### src/radio_cfg.svh
// offsets, field positions, reset values and masks of the front-end and synth registers
`ifndef RADIO_CFG_SVH
`define RADIO_CFG_SVH
`define APB_ADDR_W 8
`define REG_COUNT 5
// register indices; byte address is four times the index
`define IDX_RX_FRONTEND_BIAS 8'h21
`define IDX_TX_FRONTEND_CONFIG 8'h22
`define IDX_SYNTH_CAL_CHARGE_PUMP 8'h23
`define IDX_SYNTH_CAL_VCO_CURRENT 8'h24
`define IDX_SYNTH_CAL_COARSE_TUNE 8'h25
`define RST_RX_FRONTEND_BIAS 8'h56
`define RST_TX_FRONTEND_CONFIG 8'h10
`define RST_SYNTH_CAL_CHARGE_PUMP 8'hA9
`define RST_SYNTH_CAL_VCO_CURRENT 8'h0A
`define RST_SYNTH_CAL_COARSE_TUNE 8'h20
`define MASK_RX_FRONTEND_BIAS 8'hFF
`define MASK_TX_FRONTEND_CONFIG 8'h37
`define MASK_SYNTH_CAL_CHARGE_PUMP 8'hFF
`define MASK_SYNTH_CAL_VCO_CURRENT 8'h3F
`define MASK_SYNTH_CAL_COARSE_TUNE 8'h3F
`define POS_RX_AMP_BIAS 6
`define POS_AMP_TO_MIXER_BIAS 4
`define POS_RX_LO_BUFFER_BIAS 2
`define POS_MIXER_BIAS 0
`define POS_TX_LO_BUFFER_BIAS 4
`define POS_POWER_TABLE_INDEX 0
`define POS_CP_CONFIG 6
`define POS_CP_CAL_ENABLE 4
`define POS_CP_CURRENT 0
`define POS_VCO_CORE_HIGH 5
`define POS_VCO_CURRENT 0
`define POS_COARSE_TUNE 0
`define POWER_ENTRY_ZERO 3'h0
`endif

### src/radio_pkg.sv
// types shared by the front-end and synthesizer calibration register slice
package radio_pkg;
  typedef struct packed
  {
    logic [1:0] rx_amp_bias;
    logic [1:0] amp_to_mixer_bias;
    logic [1:0] rx_lo_buffer_bias;
    logic [1:0] mixer_bias;
    logic [1:0] tx_lo_buffer_bias;
  } frontend_bias_type;

  typedef struct packed
  {
    logic [1:0] cp_config;
    logic [3:0] cp_current;
    logic vco_core_high_select;
    logic [4:0] vco_current;
    logic [5:0] coarse_tune;
  } synth_settings_type;

  typedef struct packed
  {
    logic [3:0] cp_current;
    logic [4:0] vco_current;
    logic [5:0] coarse_tune;
  } cal_result_type;
endpackage : radio_pkg
### src/power_table_select.sv
// picks the power setting table entry for the current transmit symbol
`timescale 1ns/100ps
`include "radio_cfg.svh"
module power_table_select
(
  input wire logic clk_sys,
  input wire logic reset,
  input wire logic [2:0] power_table_index,
  input wire logic ook_mode,
  input wire logic tx_symbol,
  output logic [2:0] power_entry_r
);
  import radio_pkg::*;

  logic [2:0] power_entry_nxt;

  always_comb
  begin
    power_entry_nxt = power_table_index;
    if (ook_mode && !tx_symbol)
    begin
      power_entry_nxt = `POWER_ENTRY_ZERO;
    end
  end

  always_ff @(posedge clk_sys)
  begin
    if (reset)
    begin
      power_entry_r <= `POWER_ENTRY_ZERO;
    end
    else
    begin
      power_entry_r <= power_entry_nxt;
    end
  end
endmodule : power_table_select

### src/radio_frontend_synth_cal_regs.sv
// apb register slice for front-end bias and synthesizer calibration results
`timescale 1ns/100ps
`include "radio_cfg.svh"
module radio_frontend_synth_cal_regs
(
  input wire logic clk_sys,
  input wire logic reset,
  input wire logic psel,
  input wire logic penable,
  input wire logic pwrite,
  input wire logic [`APB_ADDR_W-1:0] paddr,
  input wire logic [31:0] pwdata,
  input wire logic [3:0] pstrb,
  output logic [31:0] prdata,
  output logic pready,
  output logic pslverr,
  input wire logic cal_done,
  input wire radio_pkg::cal_result_type cal_result,
  output logic cp_cal_stage_enable,
  output radio_pkg::frontend_bias_type frontend_bias,
  output radio_pkg::synth_settings_type synth_settings,
  input wire logic ook_mode,
  input wire logic tx_symbol,
  output logic [2:0] power_entry
);
  import radio_pkg::*;

  ////////////////////////////////////////////////////////////////////////////
  // address map

  localparam int RX = 0;
  localparam int TX = 1;
  localparam int CP = 2;
  localparam int VCO = 3;
  localparam int CT = 4;

  localparam logic [7:0] ADDR_RX = 8'(`IDX_RX_FRONTEND_BIAS * 4);
  localparam logic [7:0] ADDR_TX = 8'(`IDX_TX_FRONTEND_CONFIG * 4);
  localparam logic [7:0] ADDR_CP = 8'(`IDX_SYNTH_CAL_CHARGE_PUMP * 4);
  localparam logic [7:0] ADDR_VCO = 8'(`IDX_SYNTH_CAL_VCO_CURRENT * 4);
  localparam logic [7:0] ADDR_CT = 8'(`IDX_SYNTH_CAL_COARSE_TUNE * 4);

  localparam logic [7:0] RST_VAL [`REG_COUNT] = '{
    `RST_RX_FRONTEND_BIAS,
    `RST_TX_FRONTEND_CONFIG,
    `RST_SYNTH_CAL_CHARGE_PUMP,
    `RST_SYNTH_CAL_VCO_CURRENT,
    `RST_SYNTH_CAL_COARSE_TUNE
  };

  // reserved positions are cleared by the mask on every write
  localparam logic [7:0] WR_MASK [`REG_COUNT] = '{
    `MASK_RX_FRONTEND_BIAS,
    `MASK_TX_FRONTEND_CONFIG,
    `MASK_SYNTH_CAL_CHARGE_PUMP,
    `MASK_SYNTH_CAL_VCO_CURRENT,
    `MASK_SYNTH_CAL_COARSE_TUNE
  };

  logic [7:0] reg_r [`REG_COUNT];
  logic [7:0] reg_nxt [`REG_COUNT];
  logic [`REG_COUNT-1:0] hit;
  logic mapped;
  logic setup_phase;
  logic access_wr;
  logic [7:0] rd_mux;
  logic [31:0] prdata_r;
  logic pslverr_r;
  logic cp_stage_on;

  ////////////////////////////////////////////////////////////////////////////
  // decode

  always_comb
  begin
    hit = '0;
    if (paddr == ADDR_RX)
    begin
      hit[RX] = 1'b1;
    end
    else if (paddr == ADDR_TX)
    begin
      hit[TX] = 1'b1;
    end
    else if (paddr == ADDR_CP)
    begin
      hit[CP] = 1'b1;
    end
    else if (paddr == ADDR_VCO)
    begin
      hit[VCO] = 1'b1;
    end
    else if (paddr == ADDR_CT)
    begin
      hit[CT] = 1'b1;
    end
  end

  assign mapped = |hit;
  assign setup_phase = psel && !penable;
  // only lane 0 carries register bits; other lanes are don't-care on writes
  assign access_wr = psel && penable && pwrite && pstrb[0];
  // zero wait states: every access completes in its first access cycle
  assign pready = 1'b1;

  ////////////////////////////////////////////////////////////////////////////
  // register storage

  assign cp_stage_on = reg_r[CP][`POS_CP_CAL_ENABLE +: 2] != 2'h0;

  genvar gi;
  generate
    for (gi = 0; gi < `REG_COUNT; gi++)
    begin : g_reg
      always_comb
      begin
        reg_nxt[gi] = reg_r[gi];
        if (access_wr && hit[gi])
        begin
          reg_nxt[gi] = pwdata[7:0] & WR_MASK[gi];
        end
        // a completing calibration wins over a same-cycle write of its fields
        if (cal_done)
        begin
          if (gi == CP && cp_stage_on)
          begin
            reg_nxt[gi][`POS_CP_CURRENT +: 4] = cal_result.cp_current;
          end
          if (gi == VCO)
          begin
            reg_nxt[gi][`POS_VCO_CURRENT +: 5] = cal_result.vco_current;
          end
          if (gi == CT)
          begin
            reg_nxt[gi][`POS_COARSE_TUNE +: 6] = cal_result.coarse_tune;
          end
        end
      end

      always_ff @(posedge clk_sys)
      begin
        if (reset)
        begin
          reg_r[gi] <= RST_VAL[gi];
        end
        else
        begin
          reg_r[gi] <= reg_nxt[gi];
        end
      end
    end
  endgenerate

  ////////////////////////////////////////////////////////////////////////////
  // read path

  always_comb
  begin
    rd_mux = 8'h00;
    for (int i = 0; i < `REG_COUNT; i++)
    begin
      if (hit[i])
      begin
        rd_mux = reg_r[i];
      end
    end
  end

  // read data is sampled in the setup cycle and shown through the access cycle
  always_ff @(posedge clk_sys)
  begin
    if (reset)
    begin
      prdata_r <= 32'h0000_0000;
    end
    else if (setup_phase)
    begin
      prdata_r <= {24'h00_0000, rd_mux};
    end
  end

  always_ff @(posedge clk_sys)
  begin
    if (reset)
    begin
      pslverr_r <= 1'b0;
    end
    else if (setup_phase)
    begin
      pslverr_r <= !mapped;
    end
  end

  assign prdata = prdata_r;
  assign pslverr = pslverr_r;

  ////////////////////////////////////////////////////////////////////////////
  // settings to the analog front end and synthesizer

  assign frontend_bias.rx_amp_bias = reg_r[RX][`POS_RX_AMP_BIAS +: 2];
  assign frontend_bias.amp_to_mixer_bias = reg_r[RX][`POS_AMP_TO_MIXER_BIAS +: 2];
  assign frontend_bias.rx_lo_buffer_bias = reg_r[RX][`POS_RX_LO_BUFFER_BIAS +: 2];
  assign frontend_bias.mixer_bias = reg_r[RX][`POS_MIXER_BIAS +: 2];
  assign frontend_bias.tx_lo_buffer_bias = reg_r[TX][`POS_TX_LO_BUFFER_BIAS +: 2];

  assign cp_cal_stage_enable = cp_stage_on;

  // the synthesizer runs on whatever the registers hold, calibrated or written
  assign synth_settings.cp_config = reg_r[CP][`POS_CP_CONFIG +: 2];
  assign synth_settings.cp_current = reg_r[CP][`POS_CP_CURRENT +: 4];
  assign synth_settings.vco_core_high_select = reg_r[VCO][`POS_VCO_CORE_HIGH];
  assign synth_settings.vco_current = reg_r[VCO][`POS_VCO_CURRENT +: 5];
  assign synth_settings.coarse_tune = reg_r[CT][`POS_COARSE_TUNE +: 6];

  power_table_select i_power_table_select
  (
    .clk_sys(clk_sys),
    .reset(reset),
    .power_table_index(reg_r[TX][`POS_POWER_TABLE_INDEX +: 3]),
    .ook_mode(ook_mode),
    .tx_symbol(tx_symbol),
    .power_entry_r(power_entry)
  );

  logic wr_vco;
  logic wr_ct;
  logic wr_cp;
  assign wr_vco = access_wr && hit[VCO];
  assign wr_ct = access_wr && hit[CT];
  assign wr_cp = access_wr && hit[CP];
endmodule : radio_frontend_synth_cal_regs

### config.mk
export PLATFORM = sky130hd
export DESIGN_NAME = radio_frontend_synth_cal_regs
export DESIGN_NICKNAME = d
export VERILOG_FILES = /design/src/radio_pkg.sv /design/src/power_table_select.sv /design/src/radio_frontend_synth_cal_regs.sv
export VERILOG_INCLUDE_DIRS = /design/src
export SDC_FILE = /design/constraint.sdc
export NUM_CORES = 1
export LEC_CHECK = 0
export CAP_MARGIN = 20
export CORE_ASPECT_RATIO = 1.5
export CORE_MARGIN = 3
export CORE_UTILIZATION = 60
export DETAILED_ROUTE_END_ITERATION = 8
export DONT_BUFFER_PORTS = 1
export GPL_TIMING_DRIVEN = 0
export HOLD_SLACK_MARGIN = 0.03
export PLACE_DENSITY = 0.77
export SLEW_MARGIN = 30
export SYNTH_ARGS = -nofsm -noshare
export SYNTH_HDL_FRONTEND = slang
export SYNTH_SLANG_ARGS = --single-unit
### constraint.sdc
create_clock -name clk_sys -period 2.2 [get_ports clk_sys]
set_input_delay 0.11 -clock clk_sys [delete_from_list [all_inputs] [get_ports clk_sys]]
set_output_delay 0.11 -clock clk_sys [all_outputs]
set_load 0.03 [all_outputs]
**Yosys cells after proc, flatten, opt, wreduce, memory -nomap -nowiden**

Memory sizes are Yosys's and may differ from the RTL's.
Cells that the tools add are included.

- Bitwise gates (word level): 5
- Reduce and logical (&&, ||, !) cells: 16
- Multiplexer cells: 31
- Equality and inequality tests: 5

Operator list:

| operator | number |
|---|---|
| $mux 8 | 15 |
| $eq 8x8->1 const B | 5 |
| $mux 4 | 3 |
| $logic_and 1x1->1 | 10 |
| $mux 1 | 9 |
| $mux 6 | 1 |
| $mux 5 | 1 |
| $or 1x1->1 | 5 |
| $reduce_or 5->1 | 1 |
| $logic_not 1->1 | 3 |
| $mux 3 | 1 |
| $mux 2 | 1 |
| $reduce_bool 2->1 | 1 |
| $reduce_or 2->1 | 1 |

- Bits in writable memories: 40
- Output and inout bits: 66
- Input port bits: 67
- Register bits after elaboration: 12
- Memories kept: 1
- Word-level logic and storage cells: 61

Memory list:

| name | depth | width | read ports | clocked after memory_dff | wr ports | line | text |
|---|---|---|---|---|---|---|---|
| reg_r | 5 | 8 | 5 | 0 | 5 | radio_frontend_synth_cal_regs.sv:60 | `` logic [7:0] reg_r [`REG_COUNT]; `` |

**Depth between registers and ports, before layout**

- Depth in word-level cells: 11
- Depth in mapped cells: 6
- Mapped depth without buffers: 4

**By module**

Synthesis repeated with hierarchy kept, for this count alone.

- Cell total of the unflattened synthesis: 275
- Area total of the unflattened synthesis: 2441.1 um^2

Modules (own cells, without submodules):

| module | cells an instance | instances | sequential area each (um^2) | area an instance (um^2) |
|---|---|---|---|---|
| radio_frontend_synth_cal_regs | 268 | 1 | 840.8 | 2344.7 |
| power_table_select | 7 | 1 | 60.1 | 96.3 |

**Worst setup path before layout**

OpenSTA, ideal clock, no wires.

- Path type: in2reg
- Start: in paddr[6]
- End: mem reg_r[2][0]
- Path slack: 905 ps
- Data arrival time: 1167 ps
- Stages on the path: 5
- Path buffers: 1
- Setup time: 128 ps
- Data required time: 2072 ps
- Cell sequence: nor4b_2 -> nand4_1 -> buf_2 -> nor4_1 -> a211oi_1

RTL lines:

| element | line | text |
|---|---|---|
| start: declaration | radio_frontend_synth_cal_regs.sv:11 | `` input wire logic [`APB_ADDR_W-1:0] paddr, `` |
| end: declaration | radio_frontend_synth_cal_regs.sv:60 |  |

==> results_dict.tcl <==
set metrics [dict create \
    grt_usage_pct 27.5 \
    grt_pass1_vias 2145 \
    cp.arrival_ns 1.62 \
    grt_pass1_wl_microns 10600 \
    syn_area_per_cell_sq_um 8.72 \
    row_count 27 \
    crit_required_ns 2.41 \
    pwr-share-clk_pct 29.7 \
    total_power_mw 1.69 \
    maxSlewHeadroom_pct 58.7 \
    synthArstFlopShare_pct 0 \
    antenna_found_initial 0 \
    cts_resized 0 \
    rsz0062_at_grt "false" \
    p_comb_share_pct 16.9 \
    hold-path-cell-count 2 \
    r2r_cells 3 \
    cts_htree_levels 2 \
    clk_latency_ns 0.30 \
    r2r-start "reg_r[3][3]" \
    finalInstanceArea_sq_um 2830 \
    peakVddDrop_uv 502 \
    met2_usage_pct 49.1 \
    cap_violations 0 \
    dp_slack_ns 0.631 \
    path_clk_slew_ns 0.08 \
    crit_fanout 3 \
    end_kind "register" \
    netlist_area_sq_um 2460 \
    fmax_mhz 707 \
    min_to "reg_r[2][3]" \
    yosysWarnings 0 \
    cts_setup_buffers 0 \
    dp_hpwl_microns 4970 \
    seq_area_sq_um 901 \
    p_sw_uw 512 \
    clockRootBuffer "clkbuf_8" \
    gr-usage-met3_pct 6.15 \
    dp_cells 348 \
    viasPerCell 5.88 \
    synth_seq_cells 45 \
    min_period_ns 1.41 \
    top_usage_layer "met2" \
    crit_start "reg_r[3][3]" \
    numCtsBuffers 5 \
    core-area_sq_um 3820 \
    synth_cell_type_count 42 \
    r2r-end "prdata[3]" \
    hold_ws_ns 0.0367 \
    tightest_slew_ns 0.620 \
    grt_overflow 0 \
    hold_viol 0 \
    place_congestion 0.893 \
    portBuffers 0 \
    setup_viol 0 \
    finalNonFillerCells 371 \
    dr.pass1.iters 4 \
    synth_cells 282 \
    drive_gt1_share_pct 18.6 \
    dieArea_sq_um 4920 \
    slew_viol_final 0 \
    tns_ns 0 \
    grt.met1_usage_pct 29.6 \
    hp-start "cal_result[14]" \
    swShare_pct 30.4 \
    fp.dieW_microns 58.3 \
    p_int_mw 1.17 \
    num-fill-cells 332 \
    clock-sinks 45 \
    n_antenna_cell 0 \
    start_util_pct 64.4 \
    ios 133 \
    skew_ns 0.00743 \
    drc_errors 0 \
    power.density_nw_per_um2 595 \
    drt-total-wl_microns 6550 \
    area_growth_pct 15.2 \
    wire_per_inst_microns 17.7 \
    setup_slack_ns 0.785 \
    cts-hold-fix-buffers 15 \
    p_seq_share_pct 53.4 \
    leakage_nw 1.23 \
    final_common_cell "dfxtp_1" \
    finalCritPeriodShare_pct 64.3 \
    fin_util_pct 74.2 \
    ant_nets 0 \
    synthFlopType "dfxtp_1" \
    hold_class "in -> reg" \
    grt_max_degree 14 \
    nets 394 \
    cts.path.max_buffers 2 \
    synth_edf_count 0 \
    crit_type "reg -> reg" \
    final_cell_mix "dfxtp_1, buf_4, nor2_1, conb_1, nor3_1" \
    num_vias 2181 \
    seq_area_frac_synth_pct 36.6 \
    die_y_microns 84.4 \
    post_dp_cell_area_sq_um 2600 \
    drtIter0Drc 60 \
    multi_input_area_sq_um 1280 \
    cts_tree "done" \
    status "complete, no violations" \
    reg2reg_slack_ns 0.79 \
    cp-start-kind "register" \
]
[flip-flops by register name (all words and copies together), names as in the netlist]
signal	count
pslverr	1
reg_r	33
prdata	8
i_power_table_select.power_entry_r	3
[worst max-delay path, cell delays in order, from the launching register on]
cell      delay (ns)
dfxtp_1         0.57
mux2i_1         0.17
or3_1           0.34
a311oi_1        0.25
[synth_stat cells, drive strengths merged (7+ instances only)]
cell type	number	share of area, %
inv	10	1.5
a21oi	8	1.6
a211oi	7	2.1
nor2	32	4.9
dfxtp	45	37
a2111oi	9	4.5
a211o	7	2.5
buf	40	12
nor3b	10	3.9
nor2b	9	2.3
mux2i	14	5.7
nor3	22	4.5
clkbuf	11	1.7
[kinds of logic (layout without fill, tap and decap cells)]
kind of cell	Yosys count	in the layout	share of synthesized area (%)
simple gates	106	106	24.4
buf+inv	61	84	14.9
compound gates	51	51	16.7
flops	45	45	36.6
mux	17	17	7.07
other cells	2	25	0.305
[worst max-delay path by stage]
| stage | end | slack [ns] |
|---|---|---|
| after floorplan | reg_r[2][0] | 0.90 |
| after CTS | prdata[3] | 0.79 |
| after detailed placement | reg_r[2][0] | 0.63 |
| after global routing | prdata[3] | 0.74 |
| final | prdata[3] | 0.79 |
| after global placement | reg_r[2][0] | 0.63 |
[layer usage]
metal / wire (microns) / part of all wire, %
met3: 577 / 8.8
met2: 3460 / 53
met4: 178 / 2.7
met5: 0 / 0
met1: 2340 / 36
[power groups by stage]
stage	Clock, mW	Sequential (mW)	Combinational (mW)
after floorplan	0	0.911	0.224
after global placement	0	0.920	0.254
after detailed placement	0	0.919	0.256
after CTS	0.504	0.900	0.280
after global routing	0.536	0.903	0.305
final	0.501	0.900	0.284
[layout make-up]
class | count | area share (%)
buffer | 51 | 11.6
clock buffer | 6 | 2.56
clock inverter | 2 | 0.354
inverter | 10 | 1.33
multi-input combinational | 199 | 45.2
sequential | 45 | 31.8
tap | 43 | 1.90
timing repair buffer | 15 | 5.30
Note: power is estimated with default switching activity, not from simulation.
